## config.mk

```make
export PLATFORM = sky130hd
export DESIGN_NAME = spi_control_one_decode
export DESIGN_NICKNAME = d
export VERILOG_FILES = /design/src/core/spi_ctl_pkg.sv /design/src/core/spi_control_one_decode.sv
export VERILOG_INCLUDE_DIRS = /design/src /design/src/core
export SDC_FILE = /design/constraint.sdc
export NUM_CORES = 1
export LEC_CHECK = 0
export ABC_CLOCK_PERIOD_IN_PS = 2300
export BUFFER_PORTS_ARGS = -buffer_cell sky130_fd_sc_hd__buf_2
export CAP_MARGIN = 20
export CELL_PAD_IN_SITES_DETAIL_PLACEMENT = 1
export CELL_PAD_IN_SITES_GLOBAL_PLACEMENT = 2
export CORE_MARGIN = 5
export CORE_UTILIZATION = 27
export DETAILED_ROUTE_END_ITERATION = 8
export PLACE_DENSITY_LB_ADDON = 0.1
export SLEW_MARGIN = 20
export SYNTH_ARGS = -nofsm -noshare
export SYNTH_HDL_FRONTEND = slang
export SYNTH_SLANG_ARGS = --single-unit
```

## constraint.sdc

```tcl
create_clock -name i_clk -period 2.3 [get_ports i_clk]
set_clock_uncertainty 0.1 [all_clocks]
set_input_delay 0.46 -clock i_clk [delete_from_list [all_inputs] [get_ports i_clk]]
set_output_delay 0.46 -clock i_clk [all_outputs]
set_load 0.05 [all_outputs]
```

## src/core/spi_ctl_params.svh

```systemverilog
// offsets, field positions and reset values for the control block
`ifndef SPI_CTL_PARAMS_SVH
`define SPI_CTL_PARAMS_SVH
`define ADR_CTRL_ONE    8'h00
`define ADR_CTRL_TWO    8'h04
`define ADR_IRQ_STAT    8'h08
`define ADR_IRQ_MASK    8'h0C
`define ADR_FLAGS       8'h10
`define BIT_RX_IRQ_EN   7
`define BIT_SYS_EN      6
`define BIT_TX_IRQ_EN   5
`define BIT_ROLE        4
`define BIT_CLOCK_POLARITY        3
`define BIT_CLOCK_PHASE        2
`define BIT_SS_OE       1
`define BIT_LSB_FIRST   0
`define BIT_FAULT_EN    4
`define BIT_QUEUE_SEL   7
`define CTRL_ONE_RST    8'h04
`define CTRL_TWO_RST    8'h00
`define EVT_RX_FULL     0
`define EVT_FAULT       1
`define EVT_TX_EMPTY    2
`define EVT_CLK_EDGE    3
`endif

```

## src/core/spi_ctl_pkg.sv

```systemverilog
// types shared by the serial control block
package spi_ctl_pkg;
    typedef enum logic [1:0] {
        SS_GPIO,
        SS_SLAVE_IN,
        SS_FAULT_IN,
        SS_AUTO_OUT
    } ss_func_e;
    typedef struct packed {
        logic [7:0] ctrl_one;
        logic [7:0] ctrl_two;
        logic [3:0] irq_stat;
        logic [3:0] irq_mask;
        logic [2:0] flags;
        logic [7:0] rd_data;
        logic       ack;
        logic [1:0] sck_sync;
        logic       sck_prev;
        logic [1:0] ss_sync;
        logic       irq_rx_prev;
        logic       irq_tx_prev;
    } state_s;
endpackage

```

## src/core/spi_control_one_decode.sv

```systemverilog
// first serial control register, pin function decode and interrupts
// Contract
// - bit 7 gates rx-full/fault interrupt, no queue
// - bit 7 gates rx-full/fault interrupt, queue mode
// - bit 6 enables interface, takes the pins
// - enable clear forces idle, clears status flags
// - bit 5 gates tx-empty interrupt, no queue
// - bit 5 gates tx-empty interrupt, queue mode
// - bit 4 picks slave or clock-driving master
// - bit 3 inverts clock, sets idle level
// - both ends must share clock polarity
// - bit 2 picks mid-bit or start-bit first edge
// - slave mode: select pin always select input
// - master, fault off: select pin is gpio
// - master, fault on: fault input or auto output
// - bit 0 picks msb-first or lsb-first shifting
// - bit order never changes data register layout
// - control register one readable and writable
// - select input is active low
// - enable low returns all four pins to gpio
//
// register map, byte offsets, 8-bit values in bits 7:0
//   0x00 control one: irq enables, enable, role, clock, order
//   0x04 control two: bit 7 queue select, bit 4 fault enable
//   0x08 event status, sticky, cleared by reading it
//   0x0C event mask, same layout as the status
//   0x10 live flags, {tx empty, fault, rx full}
//
// event status bits
//   bit 0 rx full request rose
//   bit 1 mode fault request rose
//   bit 2 tx empty request rose
//   bit 3 link clock edge seen as enabled slave
//
// bus timing
//   request taken on the edge with cyc and stb up, ack low
//   ack and read data stand for exactly one cycle after that
//   unmapped offsets answer with zero and drop writes
//   writes need sel bit 0; upper lanes are ignored
//
// limitations
//   only enable, pin and gate decode lives here; the
//   shifter, divider and status logic sit outside and
//   reach this block through the flag inputs
//   queue mode shares the same request gates as plain mode
//
// Added by the designer: the register addresses and the Wishbone register port.
`timescale 1ns/1ps
`include "spi_ctl_params.svh"

module spi_control_one_decode
    import spi_ctl_pkg::*;
#(
    parameter int DATA_W = 8
) (
    input  wire logic              i_clk,
    input  wire logic              i_arst_n,
    // classic wishbone slave
    input  wire logic              i_wb_cyc,
    input  wire logic              i_wb_stb,
    input  wire logic              i_wb_we,
    input  wire logic [7:0]        i_wb_adr,
    input  wire logic [3:0]        i_wb_sel,
    input  wire logic [31:0]       i_wb_dat,
    output logic      [31:0]       o_wb_dat,
    output logic                   o_wb_ack,
    // flags raised by the shifter and status logic
    input  wire logic              i_rx_full_flag,
    input  wire logic              i_mode_fault_flag,
    input  wire logic              i_tx_empty_flag,
    // serial pins as seen from the pad ring
    input  wire logic              i_sck_pin,
    input  wire logic              i_ss_n_pin,
    input  wire logic              i_int_sck,
    input  wire logic              i_int_ss_n,
    output logic                   o_sck_o,
    output logic                   o_sck_oe,
    output logic                   o_ss_n_o,
    output logic                   o_ss_n_oe,
    output logic                   o_pins_owned,
    output logic                   o_ss_owned,
    // decoded configuration for the shifter
    output logic                   o_system_enable,
    output logic                   o_force_idle,
    output logic                   o_clear_status,
    output logic                   o_role_select,
    output logic                   o_clock_polarity,
    output logic                   o_clock_phase,
    output logic                   o_low_bit_first,
    output logic                   o_queue_operation_select,
    output logic [1:0]             o_ss_func,
    output logic                   o_slave_selected,
    output logic                   o_fault_sense,
    output logic                   o_shift_clk,
    output logic [DATA_W-1:0]      o_shift_word,
    input  wire logic [DATA_W-1:0] i_data_reg,
    // interrupt requests
    output logic                   o_rx_fault_irq,
    output logic                   o_tx_empty_irq,
    output logic                   o_irq
);

    // ==========================================================
    // reset release
    // ==========================================================
    logic [1:0] rst_sync_ff;
    logic       rst_n;

    // async assert, clocked release
    // the release must not land near an edge for the whole
    // state word, so two flops retime it to this clock;
    // everything below resets from the retimed copy
    always_ff @(posedge i_clk or negedge i_arst_n) begin
        if (!i_arst_n) begin
            rst_sync_ff <= 2'b00;
        end else begin
            rst_sync_ff <= {rst_sync_ff[0], 1'b1};
        end
    end
    assign rst_n = rst_sync_ff[1];

    // ==========================================================
    // helpers
    // ==========================================================
    // select pin function from role, fault enable, output enable
    //   slave                        -> select input
    //   master, fault off            -> general purpose
    //   master, fault on, oe low     -> fault input
    //   master, fault on, oe high    -> automatic select out
    // role wins over the other two bits, so a slave never
    // loses its select input to a stale control two value
    function automatic ss_func_e ss_decode(input logic role,
                                           input logic fault_en,
                                           input logic ss_oe);
        ss_func_e f;
        f = SS_SLAVE_IN;
        if (!role) begin
            f = SS_SLAVE_IN;
        end else if (!fault_en) begin
            f = SS_GPIO;
        end else if (!ss_oe) begin
            f = SS_FAULT_IN;
        end else begin
            f = SS_AUTO_OUT;
        end
        return f;
    endfunction

    // bit reversal for lsb-first shifting
    // only the shifter's view flips; software always sees the
    // word with its top bit high
    function automatic logic [DATA_W-1:0] rev(input logic [DATA_W-1:0] d);
        logic [DATA_W-1:0] r;
        r = '0;
        for (int k = 0; k < DATA_W; k++) begin
            r[k] = d[DATA_W-1-k];
        end
        return r;
    endfunction

    // ==========================================================
    // state
    // ==========================================================
    // all registered state but the reset synchroniser lives in one word; the helpers
    // below are plain wires decoded from it
    state_s st_ff;
    state_s nxt_st;
    logic   acc;
    logic   wr_lo;
    logic   sys_en;
    logic   role;
    logic   clock_polarity;
    logic   rx_req;
    logic   tx_req;
    logic   sck_edge;
    logic   ss_n_s;
    ss_func_e ss_f;

    assign acc      = i_wb_cyc && i_wb_stb && !st_ff.ack;
    assign wr_lo    = acc && i_wb_we && i_wb_sel[0];
    assign sys_en   = st_ff.ctrl_one[`BIT_SYS_EN];
    assign role     = st_ff.ctrl_one[`BIT_ROLE];
    assign clock_polarity     = st_ff.ctrl_one[`BIT_CLOCK_POLARITY];
    assign ss_f     = ss_decode(role, st_ff.ctrl_two[`BIT_FAULT_EN],
                                st_ff.ctrl_one[`BIT_SS_OE]);
    assign sck_edge = st_ff.sck_sync[1] ^ st_ff.sck_prev;
    assign ss_n_s   = st_ff.ss_sync[1];

    // combinational request gates so a late enable fires at once
    assign rx_req = st_ff.ctrl_one[`BIT_RX_IRQ_EN]
                  && (i_rx_full_flag || i_mode_fault_flag);
    assign tx_req = st_ff.ctrl_one[`BIT_TX_IRQ_EN]
                  && i_tx_empty_flag;

    // next state: bus access, sync, sticky events
    // order matters: events are merged after the bus write so
    // a status read in the same cycle as an event keeps the
    // event, and the disable clear comes last so nothing
    // survives while the interface is off
    // ack is refused while high, which keeps it one cycle wide
    // even when the master holds its request a little long
    always_comb begin
        logic [3:0] ev;
        ev = 4'h0;
        nxt_st = st_ff;
        // pin inputs pass two flops before anything reads them
        nxt_st.sck_sync = {st_ff.sck_sync[0], i_sck_pin};
        nxt_st.ss_sync  = {st_ff.ss_sync[0], i_ss_n_pin};
        nxt_st.sck_prev = st_ff.sck_sync[1];
        nxt_st.irq_rx_prev = rx_req;
        nxt_st.irq_tx_prev = tx_req;
        nxt_st.ack = acc;
        nxt_st.flags = {i_tx_empty_flag, i_mode_fault_flag, i_rx_full_flag};
        // rising request edges and clock edges are the events
        ev[`EVT_RX_FULL]  = rx_req && !st_ff.irq_rx_prev && i_rx_full_flag;
        ev[`EVT_FAULT]    = rx_req && !st_ff.irq_rx_prev && i_mode_fault_flag;
        ev[`EVT_TX_EMPTY] = tx_req && !st_ff.irq_tx_prev;
        ev[`EVT_CLK_EDGE] = sys_en && !role && sck_edge;
        if (wr_lo) begin
            unique case (i_wb_adr)
                `ADR_CTRL_ONE: nxt_st.ctrl_one = i_wb_dat[7:0];
                `ADR_CTRL_TWO: nxt_st.ctrl_two = i_wb_dat[7:0]
                                               & 8'hB3;
                `ADR_IRQ_MASK: nxt_st.irq_mask = i_wb_dat[3:0];
                default: ;
            endcase
        end
        nxt_st.rd_data = 8'h00;
        if (acc && !i_wb_we) begin
            unique case (i_wb_adr)
                `ADR_CTRL_ONE: nxt_st.rd_data = st_ff.ctrl_one;
                `ADR_CTRL_TWO: nxt_st.rd_data = st_ff.ctrl_two;
                `ADR_IRQ_STAT: nxt_st.rd_data = {4'h0, st_ff.irq_stat};
                `ADR_IRQ_MASK: nxt_st.rd_data = {4'h0, st_ff.irq_mask};
                `ADR_FLAGS:    nxt_st.rd_data = {5'h00, st_ff.flags};
                default:       nxt_st.rd_data = 8'h00;
            endcase
        end
        // read clears, but a same-cycle event still lands
        if (acc && !i_wb_we && i_wb_adr == `ADR_IRQ_STAT) begin
            nxt_st.irq_stat = ev;
        end else begin
            nxt_st.irq_stat = st_ff.irq_stat | ev;
        end
        // disabled interface keeps no pending status
        if (!sys_en) begin
            nxt_st.irq_stat = 4'h0;
        end
    end

    // single registered copy of the whole state word
    // select synchroniser starts high: no false select at reset
    always_ff @(posedge i_clk or negedge rst_n) begin
        if (!rst_n) begin
            st_ff <= '{
                ctrl_one:    `CTRL_ONE_RST,
                ctrl_two:    `CTRL_TWO_RST,
                irq_stat:    4'h0,
                irq_mask:    4'h0,
                flags:       3'h0,
                rd_data:     8'h00,
                ack:         1'b0,
                sck_sync:    2'b00,
                sck_prev:    1'b0,
                ss_sync:     2'b11,
                irq_rx_prev: 1'b0,
                irq_tx_prev: 1'b0
            };
        end else begin
            st_ff <= nxt_st;
        end
    end

    // ==========================================================
    // bus answers
    // ==========================================================
    // both come straight from flops, so the master sees settled
    // values for the whole ack cycle; upper lanes read as zero
    assign o_wb_ack = st_ff.ack;
    assign o_wb_dat = {24'h000000, st_ff.rd_data};

    // ==========================================================
    // configuration decode
    // ==========================================================
    // register bits go out as they are; the shifter and divider
    // must only sample them while idle, since software may
    // rewrite control one in the middle of a frame
    assign o_system_enable  = sys_en;
    assign o_force_idle     = !sys_en;
    assign o_clear_status   = !sys_en;
    assign o_role_select    = role;
    assign o_clock_polarity = clock_polarity;
    assign o_clock_phase    = st_ff.ctrl_one[`BIT_CLOCK_PHASE];
    assign o_low_bit_first  = st_ff.ctrl_one[`BIT_LSB_FIRST];
    assign o_queue_operation_select = st_ff.ctrl_two[`BIT_QUEUE_SEL];
    assign o_ss_func        = ss_f;
    // data register itself stays msb-high; only the shift view flips
    assign o_shift_word = st_ff.ctrl_one[`BIT_LSB_FIRST]
                        ? rev(i_data_reg) : i_data_reg;

    // ==========================================================
    // pin ownership
    // ==========================================================
    // the pad ring uses the owned flags to pick between this
    // block and the port logic; output enables are gated by the
    // system enable as well, so a disabled block never drives
    // a pin, and all pins go back to gpio while disabled
    assign o_pins_owned = sys_en;
    assign o_ss_owned   = sys_en && (ss_f != SS_GPIO);
    // master drives the clock, polarity as an inverter in series
    assign o_sck_oe = sys_en && role;
    assign o_sck_o  = i_int_sck ^ clock_polarity;
    // slave view of the link clock, polarity removed
    assign o_shift_clk = st_ff.sck_sync[1] ^ clock_polarity;
    assign o_ss_n_oe = sys_en && (ss_f == SS_AUTO_OUT);
    assign o_ss_n_o  = i_int_ss_n;
    // select is low-true; fault sense reuses the same pin
    assign o_slave_selected = sys_en && (ss_f == SS_SLAVE_IN)
                            && !ss_n_s;
    assign o_fault_sense    = sys_en && (ss_f == SS_FAULT_IN)
                            && !ss_n_s;

    // ==========================================================
    // interrupts
    // ==========================================================
    // direct requests are level gates and follow the flags at
    // once; the summary line instead follows the sticky status
    // and mask, so a short flag pulse that raises an enabled, idle request while the interface is enabled is never lost
    assign o_rx_fault_irq = rx_req;
    assign o_tx_empty_irq = tx_req;
    assign o_irq = |(st_ff.irq_stat & st_ff.irq_mask);

endmodule

```

Yosys cells after proc, flatten, opt, wreduce, memory -nomap -nowiden
Cells that the tools add are included.
Word-level totals
  register bits after elaboration: 42
  bits in latches: 0
  bits in writable memories: 0
  memory bits (read-only): 0
  output and inout port bits: 63
  logic and storage cells: 68
  memories: 0
Operators by class
  add/sub/neg operators: 0
  multiply operators: 0
  divide/modulo/power cells: 0
  order comparisons: 0
  equality and inequality tests: 7
  shift-type cells: 0
  muxes and demuxes: 8
  bitwise operators: 5
  reduce and logical (&&, ||, !) cells: 35
Operators with widths (number)
  $pmux W8 S5: 1
  $logic_and A1 B1 Y1: 21
  $eq A8 B4 Y1 const B: 2
  $mux W8: 2
  $eq A8 B3 Y1 const B: 1
  $eq A8 B5 Y1 const B: 1
  $logic_not A8 Y1: 1
  $mux W4: 2
  $logic_not A1 Y1: 7
  $reduce_and A2 Y1: 3
  $and A4 B4 Y4: 1
  $eq A2 B2 Y1 const B: 2
  $mux W2: 2
  $or A4 B4 Y4: 1
  $reduce_or A4 Y1: 1
  $xor A1 B1 Y1: 3
  $eq A2 B1 Y1 const B: 1
  $reduce_bool A2 Y1: 1
  $logic_or A1 B1 Y1: 1
  $mux W1: 1

Depth between registers and ports, before layout
  depth in word-level cells: 7
  gate-level depth with buffers: 6
  mapped depth without buffers: 4

Least setup slack after synthesis
Ideal clock, no wire load.
  path type: register -> output
  start: register st_ff (netlist bit o_role_select)
  end: output port o_fault_sense
  arrival time: 2.468 ns
  slack: -0.728 ns
  cell stages (with the launch flop): 3
  buffers on the path: 0
  cell sequence: dfrtp_1 > and2_1 > nor3b_1
Between the ends
  cells in the longest elaborated chain, start to end: 4
RTL lines
  from (decl): RTL line spi_control_one_decode.sv:166  | state_s st_ff;
  from (signal assigned): RTL line spi_control_one_decode.sv:255  | st_ff <= '{
  from (signal assigned): RTL line spi_control_one_decode.sv:270  | st_ff <= nxt_st;
  $mux W2: RTL line spi_control_one_decode.sv:137  | if (!role) begin
  net o_ss_func[1]: RTL line spi_control_one_decode.sv:91  | output logic [1:0] o_ss_func,
  $eq A2 B2 Y1: RTL line spi_control_one_decode.sv:320  | assign o_fault_sense = sys_en && (ss_f == SS_FAULT_IN)
  $logic_and A1 B1 Y1: RTL line spi_control_one_decode.sv:320
  $logic_and A1 B1 Y1: RTL line spi_control_one_decode.sv:321  | && !ss_n_s;
  to (decl): RTL line spi_control_one_decode.sv:93  | output logic o_fault_sense,
The timed path passes the listed nets, and every way through them passes these cells.

Worst setup path after layout
  start: register st_ff (netlist bit o_pins_owned)
  end: output port o_fault_sense
Between the ends
  cells in the longest elaborated chain, start to end: 2
RTL lines (RTL line)
  $logic_and A1 B1 Y1: spi_control_one_decode.sv:320
  $logic_and A1 B1 Y1: spi_control_one_decode.sv:321
Every way passes these cells.

==> results.sh <==
export IMPL_outcome="finished, final reports clean"
export IMPL_worstPathArrival_ns=1.59
export IMPL_clk_insertion_delay_late_ns=0.29
export IMPL_dieHeight_um=99.23
export IMPL_rsz0062_at_grt="false"
export IMPL_area_sequential_um2=1056
export IMPL_grt_pass1_wl_um=8645
export IMPL_critPathMaxFanout=13
export IMPL_drive_above_1_share_pct=48.40
export IMPL_gp_congestion=0.6934
export IMPL_synth_edf_count=0
export IMPL_synth_xor_area_share_pct=1.222
export IMPL_holdPathStages=1
export IMPL_irDropWorstVdd_v=0.0002160
export IMPL_initial_core_util_pct=27.82
export IMPL_ys_seq_area_share_pct=49.07
export IMPL_synth_most_common_cell="dfrtp_1"
export IMPL_cts_setup_buffers=0
export IMPL_synth_seq_cells=42
export IMPL_cts_path_max_buffers=2
export IMPL_fin_crit_sh_pct=93.59
export IMPL_finalHoldViolations=0
export IMPL_cts_tree="yes"
export IMPL_crit_path_start_kind="flip-flop"
export IMPL_final_cell_area_um2=2577
export IMPL_drt_total_wl_um=5362
export IMPL_cts_root_buf="clkbuf_8"
export IMPL_yosysUniqueCellTypes=37
export IMPL_die_x_um=99.23
export IMPL_reg2regPathDepth=4
export IMPL_detail_route_antenna_nets=0
export IMPL_numCtsBuffers=5
export IMPL_max_slew_margin_rel_pct=40.60
export IMPL_final_max_slew_viol_count=0
export IMPL_grt_ovfl_total=0
export IMPL_synth_top_family_by_area="multiplexers"
export IMPL_nFillCells=908
export IMPL_place_area_um2=2476
export IMPL_fmax_mhz=464.6
export IMPL_path_clk_slew_ns=0.08
export IMPL_synth_top_area_share_pct=45.40
export IMPL_async_flop_share_pct=100.0
export IMPL_multiInputGateArea_um2=904.6
export IMPL_synthAdderAreaFrac_pct=0
export IMPL_worstSetupPathType="reg2out"
export IMPL_ctsHtreeMaxLevel=2
export IMPL_grt_start_max_net_pins=41
export IMPL_drc=0
export IMPL_routed_via_density=4.253
export IMPL_synth_area_um2=2150
export IMPL_p_per_area_nw_per_um2=579.9
export IMPL_synthTopCellsByArea="dfrtp_1 45%, mux2_2 13%, buf_4 12%"
export IMPL_nets=313
export IMPL_worst_slack_ns=0.1475
export IMPL_power_leakage_nw=1.330
export IMPL_worstMarginPinSlew_ns=0.8910
export IMPL_avgSynthCellArea_um2=11.68
export IMPL_rows=32
export IMPL_antenna_found_initial=0
export IMPL_dp_hpwl_um=4136
export IMPL_cts_sinks=42
export IMPL_ioPinCount=127
export IMPL_period_needed_ns=2.153
export IMPL_synthToLayoutAreaGrowth_pct=19.91
export IMPL_hold_class="in2reg"
export IMPL_cap_violations=0
export IMPL_setup_viol=0
export IMPL_num_vias=1497
export IMPL_yosys_area_share_simple_pct=13.21
export IMPL_grt_total_usage_pct=11.10
export IMPL_grt_pass1_vias=1596
export IMPL_ys_warn_count=0
export IMPL_diodes=0
export IMPL_synth_flop_cell="dfrtp_1"
export IMPL_fp_dieArea_um2=9846
export IMPL_routedWlPerCell_um=15.23
export IMPL_numPortBuffers=73
export IMPL_yosys_area_top_type="dfrtp_1"
export IMPL_endpoint_kind="primary output"
export IMPL_synthCells=184
export IMPL_drt_iter0_drc=42
export IMPL_crit_required_ns=1.74
export IMPL_post_place_ws_ns=0.03309
export IMPL_setup_tns_ns=0
export IMPL_drtPass1Iterations=4
export IMPL_yosys_mux_area_fraction_pct=16.36
export IMPL_synth_common_cells="39 x dfrtp_1, 35 x buf_4, 25 x mux2_2"
export IMPL_core_um2=7727
export IMPL_synth_compound_gate_area_share_pct=5.821
-- what timing repair did --
action,CTS,global route
gates resized for setup,0,0
setup endpoints to repair,0,0
hold buffers,1,0
hold endpoints to repair,2,0
-- metrics by stage --
step           utilization, %  total power [mW]  instances  hold WS [ns]
6_report                33.35             1.495        352        0.1610
3_3_place_gp            32.04             1.005        343        0.1462
3_5_place_dp            32.04             1.007        343        0.1469
5_1_grt                 33.35             1.574        352        0.1345
4_1_cts                 33.35             1.515        352        0.1487
2_1_floorplan               -            0.9863        207       0.06441
-- worst max-delay path, cell delays in order (launching register included) --
cell      delay [ns]
dfrtp_1         0.64
nand2b_1        0.19
nor3b_4         0.20
buf_2           0.28
-- sequential cells by signal (all words and copies together) (netlist names), 2 cells and up --
signal,flops
st_ff,21
o_wb_dat,8
nxt_st,3
rst_sync_ff,2
-- report_power, final --
part           switching [mW]  leakage (nW)  internal, mW
clock                   0.260        0.0482         0.243
combinational           0.171         0.726        0.0503
sequential             0.0197         0.556         0.751
-- worst paths after layout --
kind,from,end,slack (ns)
max,o_pins_owned,o_fault_sense,0.15
min,i_ss_n_pin,nxt_st[3],0.16
max reg2reg,o_wb_ack,st_ff[24],0.53
min reg2reg,rst_sync_ff[0],rst_sync_ff[1],0.25
max in group asynchronous,rst_sync_ff[1],o_wb_dat[3],1.24
min in group asynchronous,rst_sync_ff[1],st_ff[21],0.30
-- metal layers --
metal | GRT usage [%] | vias to the layer above | part of all wire, % | wire [um]
li1 | - | 705 | - | -
met1 | 15.95 | 733 | 47 | 2510
met2 | 16.48 | 54 | 46 | 2455
met3 | 3.015 | 5 | 6.7 | 360
met4 | 2.836 | 0 | 0.67 | 36
met5 | 0 | - | 0 | 0
-- cell usage in the layout, fill, tap and decap left out, types with 2 or more instances in the layout --
cell type | Yosys | layout
o21ai_0 | 4 | 4
dfstp_2 | 3 | 3
mux2i_1 | 7 | 7
nand2b_1 | 4 | 4
a32o_1 | 3 | 3
xor2_1 | 2 | 2
a21oi_1 | 4 | 3
nand3b_1 | 2 | 2
nand3_1 | 5 | 5
buf_2 | 0 | 73
conb_1 | 2 | 25
inv_1 | 2 | 2
nor3_1 | 2 | 2
and3_1 | 2 | 2
a32oi_1 | 2 | 2
mux2_2 | 25 | 25
nor2_1 | 10 | 10
dfrtp_1 | 39 | 38
and2_2 | 1 | 2
a22oi_1 | 2 | 2
buf_4 | 35 | 2
and2_1 | 3 | 2
nand2_1 | 6 | 6
clkbuf_8 | 0 | 6
-- logic make-up (layout without fill, tap and decap cells) --
| logic type | count (synthesis) | in the layout |
|---|---|---|
| compound gates | 18 | 18 |
| xor+xnor | 3 | 3 |
| buf+inv | 43 | 86 |
| flops | 42 | 42 |
| mux | 32 | 32 |
| other cells | 2 | 25 |
| simple gates | 44 | 44 |
-- final cells by class --
class                   instances  share of cell area (%)
clock buffers                   7                   3.350
clock inverters                 1                  0.1942
inverters                       2                  0.2913
multi-input cells             122                   35.10
flip-flops and latches         42                   40.97
well taps                     102                   4.951
repair buffers                 76                   15.15
Note: power is estimated with default switching activity, not from simulation.
